### src/cpc_pkg.sv
package cpc_pkg;
   // Clock source field encodings
   localparam logic [1:0] CPC_SRC_MULT = 2'h0;
   localparam logic [1:0] CPC_SRC_RSVD = 2'h1;
   localparam logic [1:0] CPC_SRC_DIV4 = 2'h2;
   localparam logic [1:0] CPC_SRC_PMM  = 2'h3;
   localparam logic [1:0] CPC_SRC_RST  = CPC_SRC_DIV4;

   // Register offsets, used as word indices on the bus
   localparam logic [7:0] CPC_OFS_PMR    = 8'hc4;
   localparam logic [7:0] CPC_OFS_STATUS = 8'hc5;
   localparam logic [7:0] CPC_OFS_TA     = 8'hc7;
   localparam logic [7:0] CPC_OFS_POWER_CTRL_REG   = 8'h87;
   localparam logic [7:0] CPC_OFS_EXT_IRQ_FLAG_REG   = 8'h91;

   // Field positions
   localparam int CPC_PMR_CD_LO  = 6;
   localparam int CPC_PMR_SWB    = 5;
   localparam int CPC_PMR_CTM    = 4;
   localparam int CPC_PMR_MULT4  = 3;
   localparam int CPC_POWER_CTRL_REG_OSC_FAIL_FLAG  = 5;
   localparam int CPC_POWER_CTRL_REG_OSC_FAIL_DETECT_ENABLE  = 4;
   localparam int CPC_POWER_CTRL_REG_STOP  = 1;
   localparam int CPC_EXT_IRQ_FLAG_REG_RDY   = 4;
   localparam int CPC_EXT_IRQ_FLAG_REG_RING_OSC_ACTIVE  = 2;

   // Timed access keys and window length
   localparam logic [7:0] CPC_TA_KEY1 = 8'haa;
   localparam logic [7:0] CPC_TA_KEY2 = 8'h55;
   localparam logic [1:0] CPC_TA_WIN  = 2'h3;

   // Oscillator cycle counts, divider and clock frequencies
   localparam int CPC_LOCK_OSC     = 65536;
   localparam int CPC_PMM_OSC      = 1024;
   localparam int CPC_MC_DIV       = 4;
   localparam int CPC_CLK_MHZ      = 100;
   localparam int CPC_FAIL_KHZ     = 40;
   // Reference cycles without an oscillator edge that mean failure
   localparam int CPC_FAIL_CYC     = (CPC_CLK_MHZ * 1000) / CPC_FAIL_KHZ;

   // Bus request carrier
   typedef struct packed {
      logic        wr;
      logic [7:0]  addr;
      logic [7:0]  wdata;
   } cpc_req_t;

   // Interrupt level activity carrier
   typedef struct packed {
      logic pf;
      logic hi;
      logic lo;
   } cpc_lvl_t;
endpackage

### src/cpc_clock_power.sv
`timescale 1ns/1ps
module cpc_clock_power
   import cpc_pkg::*;
(
   input  wire logic        ref_clk,          // System reference clock
   input  wire logic        sys_rst,          // Synchronous reset, active high
   input  wire logic        pwr_fail_rst,     // Power-fail reset pulse
   input  wire logic        osc_tick,         // One pulse per oscillator cycle
   input  wire logic        ring_osc_start,   // Stop exit via ring oscillator
   input  wire logic        stop_mode,        // Processor is in stop mode
   input  wire logic        irq_ack,          // Enabled unblocked interrupt acknowledged
   input  wire logic        uart_start_bit,   // Enabled UART saw a start bit
   input  wire logic        serial_tx_load,   // Transmit buffer written
   input  wire logic [1:0]  serial_active,    // Per-port serial activity
   input  wire cpc_lvl_t    lvl_in_service,   // Priority levels in service
   input  wire logic        haddr_sel,        // Unused select strap, keep low
   input  wire logic        hsel,             // AHB slave select
   input  wire logic [31:0] haddr,            // AHB address
   input  wire logic [1:0]  htrans,           // AHB transfer type
   input  wire logic        hwrite,           // AHB write
   input  wire logic [2:0]  hsize,            // AHB size
   input  wire logic [31:0] hwdata,           // AHB write data
   input  wire logic        hready,           // AHB bus ready
   output logic      [31:0] hrdata,           // AHB read data
   output logic             hreadyout,        // AHB slave ready
   output logic             hresp,            // AHB response, always OKAY
   output logic      [1:0]  clk_source,       // Active source selection
   output logic             multiply_factor_select, // Quadruple when set
   output logic             sys_clk_en,       // System clock enable pulse
   output logic             mach_cycle_en,    // Machine cycle enable pulse
   output logic             cpu_reset_hold    // Processor held in reset
);

   // Overview of the block
   // The source field written by software and the source in effect
   // are kept apart, so a legal write first becomes pending and only
   // reaches the divider at the next machine cycle boundary.
   // All slower rates are single-cycle enables on ref_clk; there is
   // no derived clock, which keeps the block in one timing domain.
   // The oscillator arrives as a tick pulse, one per crystal cycle,
   // already synchronous to ref_clk.
   // Multiplier rates cannot be shown faster than ref_clk, so both
   // factors give an enable on every reference cycle; the factor
   // bit is exported for the clock generator outside.

   // Registered control state
   logic [1:0]  cd_q;                    // Written source field
   logic [1:0]  act_q;                   // Source in effect
   logic        swb_q;                   // Switchback enable
   logic        ctm_q;                   // Multiplier enable
   logic        mult4_q;                 // Factor bit
   logic        rdy_q;                   // Multiplier ready flag
   logic        ring_osc_active_q;                  // Ring oscillator mode flag
   logic        osc_fail_detect_enable_q;                  // Fail detect enable
   logic        osc_fail_flag_q;                  // Fail flag
   logic        ctm_clr_seen_q;          // Sequence step: enable cleared
   logic [16:0] lock_cnt_q;              // Lock counter
   logic [16:0] ring_cnt_q;              // Ring exit counter
   logic [12:0] fail_cnt_q;              // Cycles since last osc edge
   logic [1:0]  ta_state_q;              // Timed access key progress
   logic [1:0]  ta_win_q;                // Window cycles left
   logic [9:0]  sys_div_q;               // Oscillator divider
   logic [1:0]  mc_div_q;                // Machine cycle divider
   logic        pend_q;                  // Pending rate change
   logic [1:0]  pend_src_q;              // Rate waiting to apply
   logic        dphase_q;                // Data phase active
   cpc_req_t    req_q;                   // Latched address phase

   // Combinational helpers
   logic        wr_pmr;                  // Write to mode register
   logic        wr_power_ctrl_reg;                 // Write to power control
   logic        wr_ta;                   // Write to timed access
   logic        wr_ext_irq_flag_reg;                 // Write to flag register
   logic [7:0]  wd;                      // Write data byte
   logic [1:0]  new_cd;                  // Requested source field
   logic        cd_ok;                   // Requested change legal
   logic        ta_open;                 // Window open
   logic        sb_event;                // Switchback trigger
   logic        osc_fail;                // Failure detected
   logic [7:0]  rd_byte;                 // Read mux
   logic [9:0]  div_lim;                 // Oscillator cycles per sys tick, less one

   // Bus front end
   // Only the low byte of each word carries a register; upper bits
   // read zero and are ignored on write.
   // The slave never stretches a transfer, so hreadyout is tied high
   // and the data phase always completes one edge after the address.
   // Write strobes below are qualified by the latched phase, so a
   // write lands at the edge that ends its data phase.

   // Address phase capture and zero-wait response
   always_ff @(posedge ref_clk) begin
      if (sys_rst) begin
         dphase_q <= 1'b0;
         req_q    <= '0;
      end else if (hready) begin
         dphase_q   <= hsel & htrans[1];
         req_q.wr   <= hwrite;
         req_q.addr <= haddr[9:2] == 8'h00 ? 8'h00 : haddr[9:2];
         req_q.wdata <= 8'h00;
      end
   end

   assign hreadyout = 1'b1;
   assign hresp     = 1'b0;
   assign wd        = hwdata[7:0];
   // Word index equals documented offset
   assign wr_pmr  = dphase_q & req_q.wr & (req_q.addr == CPC_OFS_PMR);
   assign wr_power_ctrl_reg = dphase_q & req_q.wr & (req_q.addr == CPC_OFS_POWER_CTRL_REG);
   assign wr_ta   = dphase_q & req_q.wr & (req_q.addr == CPC_OFS_TA);
   assign wr_ext_irq_flag_reg = dphase_q & req_q.wr & (req_q.addr == CPC_OFS_EXT_IRQ_FLAG_REG);
   assign new_cd  = wd[CPC_PMR_CD_LO +: 2];

   // Source field write filter
   // Writing the current value again is always harmless and passes,
   // which lets software touch the other mode bits freely.
   // Serial lockout is checked before the transition rules so that a
   // busy port freezes the rate even for an otherwise legal change.
   // Engaging the multiplier needs the ordered steps recorded in
   // ctm_clr_seen_q plus a locked and settled oscillator.

   // Legality of a source field write
   always_comb begin
      cd_ok = 1'b0;
      if (new_cd == CPC_SRC_RSVD)
         cd_ok = 1'b0;
      else if (new_cd == cd_q)
         cd_ok = 1'b1;
      else if (|serial_active)
         cd_ok = 1'b0;
      else if (new_cd == CPC_SRC_MULT)
         cd_ok = (cd_q == CPC_SRC_DIV4) & ctm_clr_seen_q & ctm_q & rdy_q & ~ring_osc_active_q;
      else if (new_cd == CPC_SRC_PMM)
         cd_ok = (cd_q == CPC_SRC_DIV4);
      else
         cd_ok = 1'b1;
   end

   assign sb_event = swb_q & (cd_q == CPC_SRC_PMM)
                     & (irq_ack | uart_start_bit | serial_tx_load);

   // Mode register update
   // Switchback has priority over a software write in the same
   // cycle; the write is lost, and software sees divide-by-4.
   // The factor bit is frozen while the multiplier is enabled, so a
   // stray write cannot retune a running multiplier.
   // The sequence flag is armed by clearing the enable in divide-by-4
   // with ring mode off, and dropped by any other written source change; switchback leaves it unchanged.

   // Source field, switchback and multiplier controls
   always_ff @(posedge ref_clk) begin
      if (sys_rst) begin
         cd_q           <= CPC_SRC_RST;
         swb_q          <= 1'b0;
         ctm_q          <= 1'b0;
         mult4_q        <= 1'b0;
         ctm_clr_seen_q <= 1'b0;
      end else if (sb_event) begin
         cd_q <= CPC_SRC_DIV4;
      end else if (wr_pmr) begin
         swb_q <= wd[CPC_PMR_SWB];
         if (cd_ok)
            cd_q <= new_cd;
         // Factor only changes while enable is off
         if (~ctm_q && cd_q == CPC_SRC_DIV4)
            mult4_q <= wd[CPC_PMR_MULT4];
         ctm_q <= wd[CPC_PMR_CTM];
         if (~wd[CPC_PMR_CTM] && cd_q == CPC_SRC_DIV4 && ~ring_osc_active_q)
            ctm_clr_seen_q <= 1'b1;
         else if (cd_ok && new_cd != cd_q)
            ctm_clr_seen_q <= 1'b0;
      end
   end

   // Lock timer
   // Dropping the enable restarts the count, so a ready flag always
   // means a full lock interval since the last enable.
   // The counter is wide enough to stop exactly at the interval.

   // Lock timer counts oscillator cycles while enabled
   always_ff @(posedge ref_clk) begin
      if (sys_rst || ~ctm_q) begin
         lock_cnt_q <= '0;
         rdy_q      <= 1'b0;
      end else if (osc_tick && !rdy_q) begin
         if (lock_cnt_q == 17'(CPC_LOCK_OSC - 1))
            rdy_q <= 1'b1;
         lock_cnt_q <= lock_cnt_q + 17'h1;
      end
   end

   // Ring mode tracking
   // Counts crystal ticks only, never ring cycles, so the flag clears
   // once the crystal has run long enough to be trusted.
   // A new stop exit restarts the interval from zero.

   // Ring oscillator mode flag
   always_ff @(posedge ref_clk) begin
      if (sys_rst) begin
         ring_osc_active_q     <= 1'b0;
         ring_cnt_q <= '0;
      end else if (ring_osc_start) begin
         ring_osc_active_q     <= 1'b1;
         ring_cnt_q <= '0;
      end else if (ring_osc_active_q && osc_tick) begin
         if (ring_cnt_q == 17'(CPC_LOCK_OSC - 1))
            ring_osc_active_q <= 1'b0;
         ring_cnt_q <= ring_cnt_q + 17'h1;
      end
   end

   // Timed access guard
   // Any other bus transfer between the keys aborts the sequence.
   // The window counts reference cycles, and one protected write
   // closes it at once, so two protected writes need two key pairs.
   // Limitation: the window is short enough that the protected write
   // must follow the second key directly on the bus.

   // Timed access key sequence and window
   always_ff @(posedge ref_clk) begin
      if (sys_rst) begin
         ta_state_q <= 2'h0;
         ta_win_q   <= 2'h0;
      end else begin
         if (ta_win_q != 2'h0)
            ta_win_q <= ta_win_q - 2'h1;
         if (wr_ta && wd == CPC_TA_KEY1)
            ta_state_q <= 2'h1;
         else if (wr_ta && wd == CPC_TA_KEY2 && ta_state_q == 2'h1) begin
            ta_state_q <= 2'h0;
            ta_win_q   <= CPC_TA_WIN;
         end else if (dphase_q)
            ta_state_q <= 2'h0;
         if (wr_power_ctrl_reg && ta_open)
            ta_win_q <= 2'h0;                                // One bit per window
      end
   end

   assign ta_open = ta_win_q != 2'h0;

   // Oscillator loss detector
   // A gap longer than the threshold in reference cycles stands for
   // an oscillator below the failure frequency.
   // The count saturates, so the hold stays while the crystal is dead.
   // Stop mode clears it: a crystal halted on purpose is no failure.

   // Oscillator watchdog on the reference clock
   always_ff @(posedge ref_clk) begin
      if (sys_rst || osc_tick || stop_mode || ~osc_fail_detect_enable_q)
         fail_cnt_q <= '0;
      else if (fail_cnt_q != 13'(CPC_FAIL_CYC))
         fail_cnt_q <= fail_cnt_q + 13'h1;
   end

   assign osc_fail = osc_fail_detect_enable_q & ~stop_mode & (fail_cnt_q == 13'(CPC_FAIL_CYC));

   // Detector enable and failure record
   // The flag is not cleared by the ordinary reset on purpose: the
   // reset that the detector itself forces must not erase its cause.
   // A new failure wins over a software clear in the same cycle.

   // Fail detect enable and sticky fail flag
   always_ff @(posedge ref_clk) begin
      if (sys_rst) begin
         osc_fail_detect_enable_q <= 1'b0;
      end else if (wr_power_ctrl_reg && ta_open) begin
         osc_fail_detect_enable_q <= wd[CPC_POWER_CTRL_REG_OSC_FAIL_DETECT_ENABLE];
      end
   end

   always_ff @(posedge ref_clk) begin
      if (pwr_fail_rst)
         osc_fail_flag_q <= 1'b0;
      else if (osc_fail)
         osc_fail_flag_q <= 1'b1;
      else if (wr_power_ctrl_reg && ~wd[CPC_POWER_CTRL_REG_OSC_FAIL_FLAG])
         osc_fail_flag_q <= 1'b0;
   end

   assign cpu_reset_hold = osc_fail;

   // Rate generation
   // Divide-by-4 passes every crystal tick as a system tick, and the
   // low rate lets one tick through in each group of many.
   // Divider state is kept across changes; the first divide-by-4 tick after
   // leaving the low rate may come late by nearly 1024 crystal ticks.

   // Oscillator divider gives system clock enable
   always_comb begin
      unique case (act_q)
         CPC_SRC_PMM:  div_lim = 10'(CPC_PMM_OSC / CPC_MC_DIV - 1);
         default:      div_lim = 10'h0;
      endcase
   end

   // System clock tick; multiplier rates run every reference cycle
   always_ff @(posedge ref_clk) begin
      if (sys_rst) begin
         sys_div_q  <= '0;
         sys_clk_en <= 1'b0;
      end else if (act_q == CPC_SRC_MULT) begin
         sys_clk_en <= 1'b1;
      end else if (osc_tick) begin
         sys_clk_en <= sys_div_q == div_lim;
         sys_div_q  <= sys_div_q == div_lim ? 10'h0 : sys_div_q + 10'h1;
      end else begin
         sys_clk_en <= 1'b0;
      end
   end

   // Machine cycle enable
   // Registered one cycle behind the system tick it counts; at the
   // multiplier rate the system tick is high on every edge, so the two pulses line up.

   // Machine cycle is every fourth system tick
   always_ff @(posedge ref_clk) begin
      if (sys_rst) begin
         mc_div_q      <= '0;
         mach_cycle_en <= 1'b0;
      end else begin
         mach_cycle_en <= sys_clk_en && mc_div_q == 2'h3;
         if (sys_clk_en)
            mc_div_q <= mc_div_q + 2'h1;
      end
   end

   // Rate hand-over
   // Changing only at a machine cycle boundary avoids a short cycle
   // in the middle of an instruction.
   // A second write while one change is pending waits for it to land,
   // then is picked up at the following boundary.

   // Apply new rate at the first machine cycle boundary after the change turns pending
   always_ff @(posedge ref_clk) begin
      if (sys_rst) begin
         act_q      <= CPC_SRC_RST;
         pend_q     <= 1'b0;
         pend_src_q <= CPC_SRC_RST;
      end else begin
         if (cd_q != act_q && !pend_q) begin
            pend_q     <= 1'b1;
            pend_src_q <= cd_q;
         end else if (pend_q && mach_cycle_en) begin
            act_q  <= pend_src_q;
            pend_q <= 1'b0;
         end
      end
   end

   assign clk_source             = act_q;
   assign multiply_factor_select = mult4_q;

   // Register readback
   // Status reflects live inputs, so software sees levels and serial
   // activity as they are now, not latched at the address phase.
   // Unmapped addresses read zero.

   // Read mux; serial bits sit at 4:3
   always_comb begin
      unique case (req_q.addr)
         CPC_OFS_PMR:    rd_byte = {cd_q, swb_q, ctm_q, mult4_q, 3'h0};
         CPC_OFS_STATUS: rd_byte = {lvl_in_service.pf, lvl_in_service.hi,
                                    lvl_in_service.lo, serial_active, 3'h0};
         CPC_OFS_POWER_CTRL_REG:   rd_byte = {2'h0, osc_fail_flag_q, osc_fail_detect_enable_q, 4'h0};
         CPC_OFS_EXT_IRQ_FLAG_REG:   rd_byte = {3'h0, rdy_q, 1'b0, ring_osc_active_q, 2'h0};
         default:        rd_byte = 8'h00;
      endcase
   end

   assign hrdata = (dphase_q & ~req_q.wr) ? {24'h0, rd_byte} : 32'h0;

endmodule

### config.mk
export PLATFORM = sky130hd
export DESIGN_NAME = cpc_clock_power
export DESIGN_NICKNAME = d
export VERILOG_FILES = /design/src/cpc_pkg.sv /design/src/cpc_clock_power.sv
export SDC_FILE = /design/constraint.sdc
export NUM_CORES = 1
export LEC_CHECK = 0
export BUFFER_PORTS_ARGS = -buffer_cell sky130_fd_sc_hd__buf_4
export CAP_MARGIN = 20
export CELL_PAD_IN_SITES_DETAIL_PLACEMENT = 1
export CELL_PAD_IN_SITES_GLOBAL_PLACEMENT = 2
export CORE_UTILIZATION = 33
export DETAILED_ROUTE_END_ITERATION = 6
export MAX_ROUTING_LAYER = met4
export PLACE_DENSITY_LB_ADDON = 0.1
export SLEW_MARGIN = 10
export SYNTH_ARGS = -nofsm -noshare
export SYNTH_HDL_FRONTEND = slang
export SYNTH_SLANG_ARGS = --single-unit
### constraint.sdc
create_clock -name ref_clk -period 4.8 [get_ports ref_clk]
set_input_delay 1.44 -clock ref_clk [delete_from_list [all_inputs] [get_ports ref_clk]]
set_output_delay 1.44 -clock ref_clk [all_outputs]
set_load 0.005 [all_outputs]
==> results.md <==
- 127 I/O pins were placed.
- The filler cells instantiated in the layout total 1586.
- The final hold violation count is 0.
- The core box area is 13350 um2.
- In the synthesized netlist the dominant register cell turns out to be dfxtp_1.
- The proportion of layout cells with a drive suffix above 1 is 12.43%.
- The synthesized area divided by synthesized cell count is 8.630 um2.
- The worst hold path begins at ta_state_q[0]$_SDFFE_PP0P_.
- In this run the clock root is driven by a clkbuf_16.
- Walking the worst path, the cells encountered are buf_4 > mux2_2 > a22oi_1 > nor2b_1 > buf_4.
- The total global routing track utilization is 16.63%.
- The transition time of the tightest slew-check pin is 0.7354 ns.
- Counting both buffers and inverters, the worst setup path holds a total of 2.
- The number of flip-flops and latches in the synthesized netlist is 89.
- The longest clock path from root to sink contains 2 buffers.
- Setup repair after global routing left no endpoint under its margin.
- The minimum clock period is 3.636 ns.
- Setup violations remaining at the end of the flow were counted as 0.
- The count of antenna-violating nets left after detailed routing is 0.
- Once detailed placement completed, the half-perimeter wirelength came to 7.668 mm.
- The type of the setup path with the least slack is in -> out.
- The final setup skew is 0.006858 ns.
- The number of iterations in the first detailed-routing pass is 4.
- The final period utilization is 75.76%.
- The area growth from synthesis to layout is 14.39%.
- The worst-path maximum fanout is 4.
- For the worst flop-to-flop path, the logic depth is 4.
- The kind of end point of the critical path is a primary output.
- The H-tree depth is 3.
- The final non-filler cell total is 739.
- Based on the critical path, the design can be clocked at up to 0.2750 GHz.
- The reg-to-reg setup timing slack is 2.90 ns.
- The die covers 14260 um2.
- After the first detailed-routing iteration, the DRC count stood at 127.
- Summed over all layers, the routed wires come to 10.74 mm.
- The post-synthesis cell count is 527.
- The startpoint identified for the worst register-to-register timing path is req_q[10]$_SDFFE_PP0P_.
- The number of flops mapped to enable cells by yosys is 0.
- The count of synthesis-stage warnings from yosys is 0.
- For hold timing, the worst endpoint is ta_state_q[0]$_SDFFE_PP0P_.
- The required time of the critical path is 3.36 ns.
- The cell total after placement is 723.
- The final routed DRC violation total is 0.
- The clock tree from TritonCTS is yes.
- The quantity of I/O buffers inserted on ports is 45.
- The data arrival time at the worst-slack endpoint is 2.20 ns.
- The slowest stage of the critical path belongs to the cell mux2_2.
- Once the clock tree was built, the setup fixing pass inserted 0 buffers.
- The flow ran to the end, and the final reports show no timing, DRC or antenna violations.
- The category of the worst setup path launch point is a primary input.
- The area occupied by multi-input gates is 2534 um2.
- For the final routed database, the setup TNS stands at 0 ns.
- The endpoint of the worst register-to-register path is multiply_factor_select$_SDFFE_PP0P_.
- Routability-driven placement finished with a final weighted congestion of 0.7498.
- Along the worst hold path, the cell count comes to 2.
- The floorplan step set the die width to 119.4 um.
- For this run, the post-layout net count is 653.
- The number of antenna diodes in the final layout is 0.
- The kind of cell adding the most delay to the critical path is multiplexers.
- In this design, the stage delay of the slowest critical-path cell is 0.27 ns.
- The maximum resistive drop on vdd is 0.1506 mV.
- The via count of the first global-routing pass came to 3738.
- The wire length of the first global-routing pass is 18.27 mm.
- Once the floorplan was initialized, standard cells occupied 34.07% of the core.
- The clock reaches the later pin of the worst-skew pair after 0.35 ns.
- Dividing the detail-routed wire length by the instance count gives 14.53 um.
- After global routing the overflow that remains totals 0.
- Detailed routing inserted a total of 3761 vias.
- After clock tree synthesis, the flow added hold-fix buffers numbering 0.
- The height of the chip is 119.4 um.
- After synthesis, flip-flops and latches occupy 39.17% of the total area.
- The synthesized netlist occupies a cell area of 4548 um2.
- The number of max-slew violations in the final report is 0.
- The pin count of the biggest net entering global routing is 46.
- In the synthesized netlist the async set-or-reset flop fraction comes to 0%.
- Using the TritonRoute via totals, the vias-per-cell ratio works out to 5.089.
- The max-capacitance violation count is 0.
- Counting the buffers created by CTS gives 9.
- In this run the static leakage power is 1.859 nW.
- In the final layout, flip-flops and latches occupy 1782 um2.
- The tightest min-delay check is of the reg -> reg type.
- The number of antenna violations at the first check in global routing is 0.
- The placement row count is 42.
- The post-cts gate resize count is 0.
- The distinct cell type count of the synthesized netlist is 56.
- The cell that appears most often on the critical path is buf_4.
- The worst-case headroom to the max-slew limit is 50.98%.
- Clock-pin slew was measured on the worst setup and hold paths at 0.06 ns.
- Clock tree synthesis found a total of 89 sinks.
- In this run the power density over the cells is 297.8 nW/um2.
==> worst reg2reg max path, stage by stage, from the launching register on <==
cell and delay (ns):
dfxtp_1 0.39, nor3b_1 0.38, o2111ai_1 0.37, nor4b_1 0.47, mux2i_1 0.22
==> layer usage <==
metal  up-vias  track usage [%]  routed length, um
li1       1873                -                  -
met1      1816            20.84               5208
met2        61            26.05               5029
met3        11            4.071                329
met4         0            5.781                172
met5         -                -                  0
==> synthesized netlist by cell type (9+ instances only) <==
cell type | instances | area share (%)
dfxtp_1 | 89 | 39
nor2_1 | 66 | 5.4
nand2_1 | 29 | 2.4
a21oi_1 | 28 | 3.1
buf_4 | 28 | 4.6
mux2i_1 | 23 | 5.1
xor2_1 | 22 | 4.2
clkbuf_1 | 21 | 1.7
nand3_1 | 20 | 2.2
xnor2_1 | 19 | 3.7
nand4_1 | 17 | 2.3
nor3_1 | 15 | 1.7
and4_1 | 10 | 1.9
inv_1 | 9 | 0.74
nor4_1 | 9 | 1.2
==> state kept, by name (all words and copies together), names as in the netlist, 9 cells and up <==
| name | count |
|---|---|
| fail_cnt_q | 13 |
| lock_cnt_q | 17 |
| req_q | 9 |
| ring_cnt_q | 17 |
| sys_div_q | 10 |
==> stage by stage <==
| stage | hold WS (ns) | cell area (um2) | setup slack (ns) | total power [mW] | utilization, % |
|---|---|---|---|---|---|
| 2_1_floorplan | 0.4408 | 4646 | 1.480 | 0.8297 | - |
| 3_3_place_gp | 0.4500 | 4907 | 1.167 | 0.8465 | 36.76 |
| 3_5_place_dp | 0.4637 | 4907 | 1.155 | 0.8483 | 36.76 |
| 4_1_cts | 0.4729 | 5202 | 1.150 | 1.575 | 38.98 |
| 5_1_grt | 0.4975 | 5202 | 1.103 | 1.612 | 38.98 |
| 6_report | 0.4702 | 5202 | 1.164 | 1.550 | 38.98 |
==> power by group <==
part           leakage, nW  switching, mW  internal (mW)  total [mW]
Clock                0.147          0.313          0.406       0.719
Combinational        0.993         0.0397         0.0362      0.0759
Sequential           0.720        0.00891          0.746       0.755
Total                 1.86          0.362           1.19        1.55
==> final cells by class <==
| class | count | area share, % |
|---|---|---|
| multi-input cells | 404 | 48.70 |
| well taps | 176 | 4.233 |
| inverters | 9 | 0.6494 |
| clock inverters | 6 | 1.275 |
| clock buffers | 10 | 4.401 |
| repair buffers | 45 | 6.494 |
| flip-flops and latches | 89 | 34.25 |
==> layout by cell type, fill, tap and decap left out, drive strengths merged, types with 10 or more instances in the layout <==
master and instances:
a21oi 28, and4 11, buf 45, clkbuf 10
conb 28, dfxtp 89, inv 10, mux2i 23
nand2 30, nand3 20, nand4 17, nor2 66
nor3 15, nor4 10, o21ai 10, xnor2 19
xor2 22
==> cells by family after synthesis <==
| kind of cell | share of synthesized area, % |
|---|---|
| flops | 39.17 |
| simple gates | 28.97 |
| mux | 5.309 |
| xor+xnor | 7.895 |
| fa+ha+maj | 2.201 |
| compound gates | 9.023 |
| buf+inv | 7.263 |
| other cells | 0.1651 |
==> how the worst max path moves through the flow <==
stage | from | endpoint | slack, ns | cells after the start
finish | serial_active[1] | hrdata[4] | 1.16 | 5
global route | fail_cnt_q[10]$_SDFFE_PP0N_ | cpu_reset_hold | 1.10 | 5
CTS | fail_cnt_q[9]$_SDFFE_PP0N_ | cpu_reset_hold | 1.15 | 5
detailed placement | serial_active[1] | hrdata[4] | 1.15 | 5
global placement | serial_active[1] | hrdata[4] | 1.17 | 5
floorplan | serial_active[1] | hrdata[4] | 1.48 | 3
No activity file was read; power rests on OpenSTA's default activity.
